### src/verilog/asrc_pkg.sv
// Package: timing constants, pin bundle and request types for the SRAM controller
package asrc_pkg;

  // ----------------------------------------------------------------
  // Geometry
  // ----------------------------------------------------------------
  localparam int ADDR_W = 19;
  localparam int DATA_W = 8;
  localparam int CLK_PERIOD_NS = 10;

  // ----------------------------------------------------------------
  // Timing limits in ns, index 0 fast grade, index 1 slow grade
  // ----------------------------------------------------------------
  localparam int READ_CYCLE_MIN_NS [2] = '{55, 70};
  localparam int ADDRESS_TO_DATA_MAX_NS [2] = '{55, 70};
  localparam int OE_TO_DATA_MAX_NS [2] = '{25, 35};
  localparam int RELEASE_MAX_NS [2] = '{20, 25};
  localparam int WRITE_CYCLE_MIN_NS [2] = '{55, 70};
  localparam int CS_TO_WRITE_END_MIN_NS [2] = '{45, 60};
  localparam int ADDR_TO_WRITE_END_MIN_NS [2] = '{45, 60};
  localparam int WRITE_PULSE_MIN_NS [2] = '{40, 50};
  localparam int DATA_SETUP_TO_WRITE_END_NS [2] = '{25, 30};
  localparam int WRITE_TO_HIGHZ_MAX_NS = 20;

  // Least time rounds up to whole cycles, never below one
  function automatic int minCycles(input int ns);
    int c;
    c = (ns + CLK_PERIOD_NS - 1) / CLK_PERIOD_NS;
    return (c < 1) ? 1 : c;
  endfunction

  // Round-up to cover a longest delay of the far side before sampling
  function automatic int waitCycles(input int ns);
    int c;
    c = (ns + CLK_PERIOD_NS - 1) / CLK_PERIOD_NS;
    return (c < 1) ? 1 : c;
  endfunction

  // ----------------------------------------------------------------
  // Types
  // ----------------------------------------------------------------
  typedef enum logic [2:0] {
    ASRC_IDLE  = 3'b000,
    ASRC_RADDR = 3'b001,
    ASRC_RDONE = 3'b010,
    ASRC_WPULSE = 3'b011,
    ASRC_WEND  = 3'b100,
    ASRC_TURN  = 3'b101
  } asrc_state_e;

  // Pins toward the SRAM, strobes active low
  typedef struct packed {
    logic [ADDR_W-1:0] addressLines;
    logic chipSelN;
    logic writeStrobeN;
    logic outEnableN;
    logic [DATA_W-1:0] dataLinesOut;
    logic dataLinesOe;
  } asrc_pins_s;

  // User request
  typedef struct packed {
    logic write;
    logic [ADDR_W-1:0] addr;
    logic [DATA_W-1:0] wdata;
  } asrc_req_s;

  localparam logic [3:0] CNT_ZERO = 4'h0;
  localparam logic [3:0] CNT_ONE = 4'h1;

endpackage

### src/verilog/asrc_sync.sv
// Two-flip-flop synchroniser for a bus of pin inputs
`timescale 1ns/10ps
module asrc_sync
  import asrc_pkg::*;
#(
  parameter int WIDTH = 8
) (
  // Clock and reset
  input wire logic clk_sys,
  input wire logic nrst,
  // Data
  input wire logic [WIDTH-1:0] din,
  output logic [WIDTH-1:0] dout
);

  logic [WIDTH-1:0] stage1_reg;

  // ----------------------------------------------------------------
  // Synchroniser, first stage feeds only the second
  // ----------------------------------------------------------------
  always_ff @(posedge clk_sys or negedge nrst) begin
    if (!nrst) begin
      stage1_reg <= '0;
      dout <= '0;
    end else begin
      stage1_reg <= din;
      dout <= stage1_reg;
    end
  end

endmodule

### src/verilog/asrc_ctrl.sv
// Host-side controller for an asynchronous 512K x 8 static RAM
`timescale 1ns/10ps
// Notes on behaviour
// - Read cycle no shorter than grade minimum
// - Write spans overlap of select and strobe
// - Write cycle no shorter than grade minimum
// - Select low long enough before write end
// - Address stable from write start onward
// - Write pulse no shorter than grade minimum
// - Address may change right at write end
// - Write data set up, held to end
module asrc_ctrl
  import asrc_pkg::*;
#(
  parameter int SLOW_GRADE = 0
) (
  // Clock and reset
  input wire logic clk_sys,
  input wire logic nrst,
  // User request
  input wire logic reqValid,
  input wire asrc_req_s reqData,
  output logic reqReady,
  // User answer
  output logic rspValid,
  output logic [DATA_W-1:0] rspData,
  // SRAM pins
  output asrc_pins_s pins,
  input wire logic [DATA_W-1:0] dataLinesIn
);

  // ----------------------------------------------------------------
  // Cycle counts for the chosen grade
  // ----------------------------------------------------------------
  localparam int G = (SLOW_GRADE != 0) ? 1 : 0;
  // Read sample point covers address and enable access, plus two sync stages
  localparam int RD_ACC = waitCycles(ADDRESS_TO_DATA_MAX_NS[G]);
  localparam int RD_OE = waitCycles(OE_TO_DATA_MAX_NS[G]);
  localparam int RD_WAIT = ((RD_ACC > RD_OE) ? RD_ACC : RD_OE) + 2;
  localparam int RD_CYC = minCycles(READ_CYCLE_MIN_NS[G]);
  localparam int RD_TOTAL = (RD_WAIT > RD_CYC) ? RD_WAIT : RD_CYC;
  localparam int WP_A = minCycles(WRITE_PULSE_MIN_NS[G]);
  localparam int WP_B = minCycles(CS_TO_WRITE_END_MIN_NS[G]);
  localparam int WP_C = minCycles(ADDR_TO_WRITE_END_MIN_NS[G]);
  localparam int WP_D = minCycles(DATA_SETUP_TO_WRITE_END_NS[G]);
  localparam int WP_AB = (WP_A > WP_B) ? WP_A : WP_B;
  localparam int WP_CD = (WP_C > WP_D) ? WP_C : WP_D;
  localparam int WP_TOTAL = (WP_AB > WP_CD) ? WP_AB : WP_CD;
  localparam int WC_CYC = minCycles(WRITE_CYCLE_MIN_NS[G]);
  // One cycle after strobes rise for the data hold; pads the cycle up to its minimum
  localparam int WE_TOTAL = (WC_CYC - WP_TOTAL > 1) ? (WC_CYC - WP_TOTAL) : 1;
  // Bus turn-around after a read before the host drives data
  localparam int TURN_CYC = waitCycles(RELEASE_MAX_NS[G]);

  localparam logic [3:0] RD_LAST = 4'(RD_TOTAL - 1);
  localparam logic [3:0] RD_SAMPLE = 4'(RD_WAIT - 1);
  localparam logic [3:0] WP_LAST = 4'(WP_TOTAL - 1);
  localparam logic [3:0] WE_LAST = 4'(WE_TOTAL - 1);
  localparam logic [3:0] TURN_LAST = 4'(TURN_CYC - 1);

  asrc_state_e state_reg;
  logic [3:0] cnt_reg;
  logic [DATA_W-1:0] dataSync;
  logic lastWasRead_reg;

  // ----------------------------------------------------------------
  // Pin input synchroniser
  // ----------------------------------------------------------------
  asrc_sync #(.WIDTH(DATA_W)) u_sync (
    .clk_sys(clk_sys),
    .nrst(nrst),
    .din(dataLinesIn),
    .dout(dataSync)
  );

  // ----------------------------------------------------------------
  // Sequencer
  // ----------------------------------------------------------------
  always_ff @(posedge clk_sys or negedge nrst) begin
    if (!nrst) begin
      state_reg <= ASRC_IDLE;
      cnt_reg <= CNT_ZERO;
    end else begin
      case (state_reg)
        ASRC_IDLE: begin
          cnt_reg <= CNT_ZERO;
          if (reqValid && reqReady) begin
            if (!reqData.write) begin
              state_reg <= ASRC_RADDR;
            end else if (lastWasRead_reg) begin
              // Let the RAM release the bus before the host drives it
              state_reg <= ASRC_TURN;
            end else begin
              state_reg <= ASRC_WPULSE;
            end
          end
        end
        ASRC_RADDR: begin
          // Address held for the full read cycle
          if (cnt_reg == RD_LAST) begin
            state_reg <= ASRC_RDONE;
            cnt_reg <= CNT_ZERO;
          end else begin
            cnt_reg <= cnt_reg + CNT_ONE;
          end
        end
        ASRC_RDONE: begin
          state_reg <= ASRC_IDLE;
        end
        ASRC_TURN: begin
          if (cnt_reg == TURN_LAST) begin
            state_reg <= ASRC_WPULSE;
            cnt_reg <= CNT_ZERO;
          end else begin
            cnt_reg <= cnt_reg + CNT_ONE;
          end
        end
        ASRC_WPULSE: begin
          // Pulse covers pulse width, select, address and data setup minimums
          if (cnt_reg == WP_LAST) begin
            state_reg <= ASRC_WEND;
            cnt_reg <= CNT_ZERO;
          end else begin
            cnt_reg <= cnt_reg + CNT_ONE;
          end
        end
        ASRC_WEND: begin
          if (cnt_reg == WE_LAST) begin
            state_reg <= ASRC_IDLE;
            cnt_reg <= CNT_ZERO;
          end else begin
            cnt_reg <= cnt_reg + CNT_ONE;
          end
        end
        default: begin
          state_reg <= ASRC_IDLE;
          cnt_reg <= CNT_ZERO;
        end
      endcase
    end
  end

  // ----------------------------------------------------------------
  // Request acceptance and bus direction history
  // ----------------------------------------------------------------
  always_ff @(posedge clk_sys or negedge nrst) begin
    if (!nrst) begin
      reqReady <= 1'b0;
      lastWasRead_reg <= 1'b0;
    end else begin
      reqReady <= (state_reg == ASRC_IDLE) && !(reqValid && reqReady);
      if (state_reg == ASRC_RADDR) begin
        lastWasRead_reg <= 1'b1;
      end else if (state_reg == ASRC_WPULSE) begin
        lastWasRead_reg <= 1'b0;
      end
    end
  end

  // ----------------------------------------------------------------
  // Pin drive, all from flip-flops
  // ----------------------------------------------------------------
  always_ff @(posedge clk_sys or negedge nrst) begin
    if (!nrst) begin
      pins.addressLines <= '0;
      pins.chipSelN <= 1'b1;
      pins.writeStrobeN <= 1'b1;
      pins.outEnableN <= 1'b1;
      pins.dataLinesOut <= '0;
      pins.dataLinesOe <= 1'b0;
    end else begin
      if (state_reg == ASRC_IDLE && reqValid && reqReady) begin
        // Address and data set before or with the strobes
        pins.addressLines <= reqData.addr;
        pins.dataLinesOut <= reqData.wdata;
        if (!reqData.write) begin
          pins.chipSelN <= 1'b0;
          pins.outEnableN <= 1'b0;
        end else if (!lastWasRead_reg) begin
          // Select and strobe fall together so the write window is exact
          pins.chipSelN <= 1'b0;
          pins.writeStrobeN <= 1'b0;
          pins.dataLinesOe <= 1'b1;
        end
      end else if (state_reg == ASRC_TURN && cnt_reg == TURN_LAST) begin
        pins.chipSelN <= 1'b0;
        pins.writeStrobeN <= 1'b0;
        pins.dataLinesOe <= 1'b1;
      end else if (state_reg == ASRC_RADDR && cnt_reg == RD_LAST) begin
        pins.chipSelN <= 1'b1;
        pins.outEnableN <= 1'b1;
      end else if (state_reg == ASRC_WPULSE && cnt_reg == WP_LAST) begin
        // Strobes end the write; address and data kept one more cycle
        pins.chipSelN <= 1'b1;
        pins.writeStrobeN <= 1'b1;
      end else if (state_reg == ASRC_WEND && cnt_reg == WE_LAST) begin
        pins.dataLinesOe <= 1'b0;
      end
    end
  end

  // ----------------------------------------------------------------
  // Read data capture after the worst access time
  // ----------------------------------------------------------------
  always_ff @(posedge clk_sys or negedge nrst) begin
    if (!nrst) begin
      rspValid <= 1'b0;
      rspData <= '0;
    end else begin
      rspValid <= 1'b0;
      if (state_reg == ASRC_RADDR && cnt_reg == RD_SAMPLE) begin
        rspData <= dataSync;
        rspValid <= 1'b1;
      end
    end
  end

endmodule

### config.mk
export PLATFORM = sky130hd
export DESIGN_NAME = asrc_ctrl
export DESIGN_NICKNAME = d
export VERILOG_FILES = /design/src/verilog/asrc_pkg.sv /design/src/verilog/asrc_sync.sv /design/src/verilog/asrc_ctrl.sv
export SDC_FILE = /design/constraint.sdc
export NUM_CORES = 1
export LEC_CHECK = 0
export ABC_AREA = 1
export BUFFER_PORTS_ARGS = -buffer_cell sky130_fd_sc_hd__buf_4
export CORE_ASPECT_RATIO = 0.5
export CORE_MARGIN = 8
export CORE_UTILIZATION = 47
export CTS_BUF_LIST = sky130_fd_sc_hd__clkbuf_8
export DETAILED_ROUTE_END_ITERATION = 12
export PLACE_DENSITY = 0.8
export SYNTH_ARGS = -nofsm -noshare
export SYNTH_HDL_FRONTEND = slang
export SYNTH_HIERARCHICAL = 1
export SYNTH_SLANG_ARGS = --single-unit
### constraint.sdc
create_clock -name clk_sys -period 1.2 [get_ports clk_sys]
set_input_delay 0.12 -clock clk_sys [delete_from_list [all_inputs] [get_ports clk_sys]]
set_output_delay 0.12 -clock clk_sys [all_outputs]
set_load 0.03 [all_outputs]
==> results of run 1 <==
## final cells by class
type,count,area (um^2)
inverter,16,60.1
timing repair buffer,156,1400
fill,257,830
tap,73,91.3
clock inverter,6,37.5
multi-input combinational,188,1190
sequential,65,1640
clock buffer,9,124
## through the flow
step / TNS [ns] / power [mW] / util, % / area, um^2 / worst slack, ns
floorplan: -0.353 / 5.53 / - / 2590 / -0.0472
global placement: -3.19 / 6.91 / 63.2 / 3400 / -0.119
detailed placement: -6.26 / 7.04 / 63.2 / 3400 / -0.279
CTS: -5.11 / 9.19 / 76.1 / 4090 / -0.169
global route: -12.50 / 11.0 / 84.6 / 4540 / -0.440
finish: -10.31 / 10.6 / 84.6 / 4540 / -0.408
## worst max-delay path, delay by kind of cell, from the launching register on
kind / cells / cell delay, ns
fa+ha+maj: 1 / 0.17
buf+inv: 2 / 0.28
flops: 1 / 0.46
simple gates: 7 / 0.61
## report_power, final
part | switching (mW) | internal (mW)
Sequential | 0.659 | 2.81
Clock | 0.911 | 0.726
Combinational | 3.17 | 2.27
Total | 4.74 | 5.81
## worst paths after layout
path	from	to	slack, ns
min in group asynchronous	nrst	cnt_reg[3]	0.28
min	reqData[14]	pins[18]	-0.002
max reg2reg	cnt_reg[1]	pins[10]	-0.41
max in group asynchronous	nrst	pins[4]	0.35
min reg2reg	u_sync/stage1_reg[5]	u_sync/dout[5]	0.35
max	cnt_reg[1]	pins[10]	-0.41
## routing by layer
layer  vias up  global-route usage (%)
met1      1373                    22.3
met5         -                       0
met4         0                    10.6
met3        68                    5.43
li1       1183                       -
met2       190                    39.0
## cells in the final DEF, fill, tap and decap left out, types with 2 or more instances in the layout
cell type      netlist  routed
clkbuf_8             0       9
buf_8                0       2
nor2_1              11       4
nand3_1             10       5
nand2_1            139      78
clkinvlp_4           0       2
buf_6                2       7
inv_2                4       7
dfstp_2              3       3
a21oi_1              3       2
clkbuf_16            0       2
nand2_4              0      19
o22ai_1              3       3
nand3_2              0       3
o21ai_0              6       2
inv_1               12      10
dfrtp_1             62      57
ha_4                 0       3
o21ai_2              0       2
dfrtp_2              0       5
nor2_4               2       8
nand3_4              0       2
buf_4                2     107
dlygate4sd3_1        0      33
clkinv_2             0       2
nand2_2              3      45
nor2_2               2       3
buf_12               0       4
o21ai_1              2       4
## cell families (layout without fill, tap and decap cells)
family | Yosys count | in the layout | share of synthesized area, %
compound gates | 15 | 15 | 3.23
buf+inv | 24 | 187 | 4.55
flops | 65 | 65 | 63.8
xor+xnor | 1 | 1 | 0.343
fa+ha+maj | 3 | 3 | 1.47
simple gates | 169 | 169 | 26.6
## what timing repair did
action | in CTS | in global routing
endpoints found under the setup margin | 47 | 47
gates cloned | 2 | 2
hold buffers | 33 | 0
setup buffers | 6 | 11
pin swaps | 14 | 32
endpoints found under the hold margin | 56 | 0
gates resized for setup | 40 | 88
==> impl_metrics.ini, run 1 <==
[placement]
port_buffers = 79
place_congestion = 0.893
dp_hpwl_mm = 4.86
dp_cells = 444

[min_path]
hold_depth = 3
min_path_type = input pin to register

[floorplan]
initial_core_util_pct = 47.6
die_w_um = 120
ios = 80
die_area_mm2 = 0.00820
die_h_um = 68.2
rows = 19
core_mm2 = 0.00537

[layout]
area_delta_synth_final_pct = 77.7
instances_no_fill = 513
diodes = 0
largest-register = pins
drive_gt1_share_pct = 54.1
largest_register_ffs = 31
fin_nets = 478

[sta]
finalCriticalPeriod_ns = 1.61
skew_ns = 0.0150
finalHoldViolCount = 1
max_freq_mhz = 622
tightest_slew_ns = 0.413
setup_ws_ns = -0.408
fin_crit_sh_pct = 134
setup_viol = 47
slew_headroom_pct = 72.5
rsz0062_at_grt = true
holdWs_ns = -0.00249
slew_violations = 0

[critical_path]
cpPeakStageDelay_ns = 0.46
slowest_stage = dfrtp_1
cp_cell_sequence = inv_2 -> ha_4 -> buf_4 -> nand2_2 -> nor2_2 -> nand2_2 -> nand2_1 -> nand2_1 -> nand2_1 -> nand2_1
critical_path_required_ns = 1.47
critPathCaptureType = register
path_class = register to register
reg2regPathDepth = 10
cp-start-kind = register
cp_data_arrival_time_ns = 1.87
cp_max_fo = 4
cp_common_cell = nand2_1

[outcome]
violations = negative hold slack, negative setup slack
outcome = finished, violations left

[routing]
drtPass1Iterations = 5
dr_wl_met2_mm = 5.21
drt_iter0_drc = 259
antenna_left = 0
topRoutingLayerUsed = met4
wl_per_cell_um = 20.6
wl_mm = 10.6
met1_length_mm = 3.96
via_per_inst = 5.49
drc_errors = 0
routed-wl-met3_um = 783
vias = 2814

[global_routing]
grt_antenna_before_repair = 0
grt_pass1_vias = 2732
grt_pass1_wl_mm = 13.3
grt_usage_pct = 20.9
grt_max_degree = 30
globalRoute.totalOverflow = 0

[power_and_ir_drop]
leakagePower_nw = 2.35
vdd_drop_max_v = 0.00163
p_per_area_mw_per_mm2 = 2320

[synth]
ys_async_sr_fraction_pct = 100
synthesis.nets = 319
synth_area_leader_cell = dfrtp_1
synth_common_cells = nand2_1, dfrtp_1, inv_1
synth_edf_count = 0
yosys_warnings = 6
synth-main-ff-cell = dfrtp_1
syn-cell-area_mm2 = 0.00256
syn-instance-count = 277
yosysMostFrequentCell = nand2_1
ys_seq_area_share_pct = 63.8
synthTopCellsByArea = dfrtp_1, nand2_1, dfstp_2, nand3_1, inv_1
syn_avg_cell_area_um2 = 9.23
ys_types = 23
synth_top_area_share_pct = 60.7
ys_ff_latch = 65

[clocking]
path_clk_slew_ns = 0.09
cts_tree = yes
clk_latency_ns = 0.35
htreeDepth = 3
cts_root_buf = clkbuf_8
numCtsBuffers = 9
clockBufferDepth = 2
numClockSinks = 65

[job]
max_cap_violations = 0
No activity file was read; power rests on OpenSTA's default activity.
==> run 2: changes to the inputs <==
==> constraint.sdc (replaced) <==
create_clock -name clk_sys -period 1.2 [get_ports clk_sys]
set_input_delay 0.18 -clock clk_sys [delete_from_list [all_inputs] [get_ports clk_sys]]
set_output_delay 0.18 -clock clk_sys [all_outputs]
set_load 0.03 [all_outputs]
==> impl_metrics.ini, run 2 (synthesis gave the netlist of run 1 again) <==
[critical_path]
cp-start-kind = register
cp_max_fo = 3
reg2reg_slack_ns = -0.28
reg2reg_from = cnt_reg[1]
cp_data_arrival_time_ns = 1.70
reg2regPathDepth = 10
crit_end = state_reg[2]
path_class = register to register
crit_path_start = cnt_reg[1]
rr_endpoint = state_reg[2]
critical_path_required_ns = 1.42
critPathCaptureType = register

[sta]
slew_violations = 0
setup_tns_ns = -7.67
finalCriticalPeriod_ns = 1.48
slew_headroom_pct = 79.0
tightest_slew_ns = 0.315
setup_ws_ns = -0.279
skew_ns = 0.00675
setup_viol = 47
finalHoldViolCount = 0
rsz0062_at_grt = true
fin_crit_sh_pct = 123
max_freq_mhz = 676

[power_and_ir_drop]
combPwrFrac_pct = 51.0
vdd_drop_max_v = 0.00134
p_sw_share_pct = 42.8
switchingPower_mw = 4.21
power_mw = 9.84
pwr-share-seq_pct = 33.3
clkPwrFrac_pct = 15.7
leakagePower_nw = 2.26
p_per_area_mw_per_mm2 = 2330
p_int_mw = 5.62

[floorplan]
die_h_um = 68.2
die_area_mm2 = 0.00820
initial_core_util_pct = 47.6
rows = 19
core_mm2 = 0.00537
ios = 80
die_w_um = 120

[placement]
port_buffers = 79
place_congestion = 0.888
pre_cts_slack_ns = -0.217
dp_hpwl_mm = 5.02
dpl_cell_area_mm2 = 0.00340

[layout]
largest-register = pins
final_cell_area_mm2 = 0.00421
largest_register_ffs = 31
fin_nets = 453
diodes = 0
drive_gt1_share_pct = 57.1
area_delta_synth_final_pct = 64.8
final_cell_mix = buf_4, nand2_1, dfrtp_1, nand2_2, buf_6
n_fill_cell = 309
final_common_cell = buf_4

[min_path]
hold_depth = 3
min_path_type = input pin to register

[clocking]
path_clk_slew_ns = 0.07
cts_tree = yes
htreeDepth = 3
clockBufferDepth = 2
numCtsBuffers = 9
clk_latency_ns = 0.34
cts_root_buf = clkbuf_8
numClockSinks = 65

[global_routing]
grt_max_degree = 26
grt_usage_pct = 17.6
grt_pass1_vias = 2401
globalRoute.totalOverflow = 0
grt_pass1_wl_mm = 11.3
grt_antenna_before_repair = 0

[routing]
wl_mm = 8.40
drtPass1Iterations = 4
via_per_inst = 4.97
drt_iter0_drc = 154
antenna_left = 0
drc_errors = 0
wl_per_cell_um = 17.2
vias = 2424

[job]
max_cap_violations = 0

[outcome]
violations = negative setup slack
outcome = finished, violations left
[run 2: critical path, cell delays in order, from the launching register on]
cell     delay [ns]
dfrtp_1        0.42
ha_2           0.22
nand2_2        0.07
inv_2          0.07
nand2_1        0.05
nand2_1        0.09
nand2_2        0.09
nor2_4         0.15
nand2_2        0.09
nand2_1        0.06
nand2_1        0.05
[run 2: layout make-up]
cell class | instances | area (um^2) | area share [%]
Multi-Input combinational cell | 188 | 1130 | 26.8
Clock buffer | 9 | 124 | 2.94
Inverter | 16 | 62.6 | 1.49
Sequential cell | 65 | 1640 | 38.8
Clock inverter | 6 | 37.5 | 0.891
Timing Repair Buffer | 131 | 1130 | 26.8
Tap cell | 73 | 91.3 | 2.17
[run 2: timing repair]
| item | 4_1_cts | 5_1_grt |
|---|---|---|
| hold endpoints to repair | 25 | 0 |
| gates resized for setup | 16 | 109 |
| pin swaps | 5 | 27 |
| hold buffers | 9 | 0 |
| buffers inserted | 0 | 13 |
| setup endpoints to repair | 50 | 51 |
| gates cloned | 0 | 6 |
[run 2: worst min path at each step]
| stage | start | endpoint | slack [ns] |
|---|---|---|---|
| 2_1_floorplan | nrst | cnt_reg[0] | -0.12 |
| 3_3_place_gp | nrst | u_sync/dout[3] | 0.08 |
| 3_5_place_dp | nrst | rspData[5] | 0.09 |
| 4_1_cts | reqData[20] | pins[24] | 0.03 |
| 5_1_grt | reqData[26] | pins[30] | 0.03 |
| 6_report | reqData[26] | pins[30] | 0.04 |
[run 2: routing by layer]
metal | global-route usage, % | vias to the layer above | routed length, um
met1 | 19.7 | 1204 | 3350
met3 | 4.94 | 16 | 458
met5 | 0 | - | 0
met4 | 6.47 | 0 | 146
met2 | 32.4 | 81 | 4440
li1 | - | 1123 | -
[run 2: stage by stage]
step,hold WS [ns],instances,utilization [%]
after floorplan,-0.116,277,-
after global placement,0.0835,445,63.3
after detailed placement,0.0885,445,63.3
after CTS,0.0252,469,68.9
after global routing,0.0298,488,78.4
final,0.0356,488,78.4
[run 2: power by group through the flow]
stage	combinational [mW]	sequential (mW)	clock (mW)
final	5.02	3.27	1.54
after floorplan	1.41	4.12	0
after global routing	5.34	3.33	1.69
after CTS	3.97	3.21	1.55
after global placement	3.74	3.19	0
after detailed placement	3.85	3.23	0
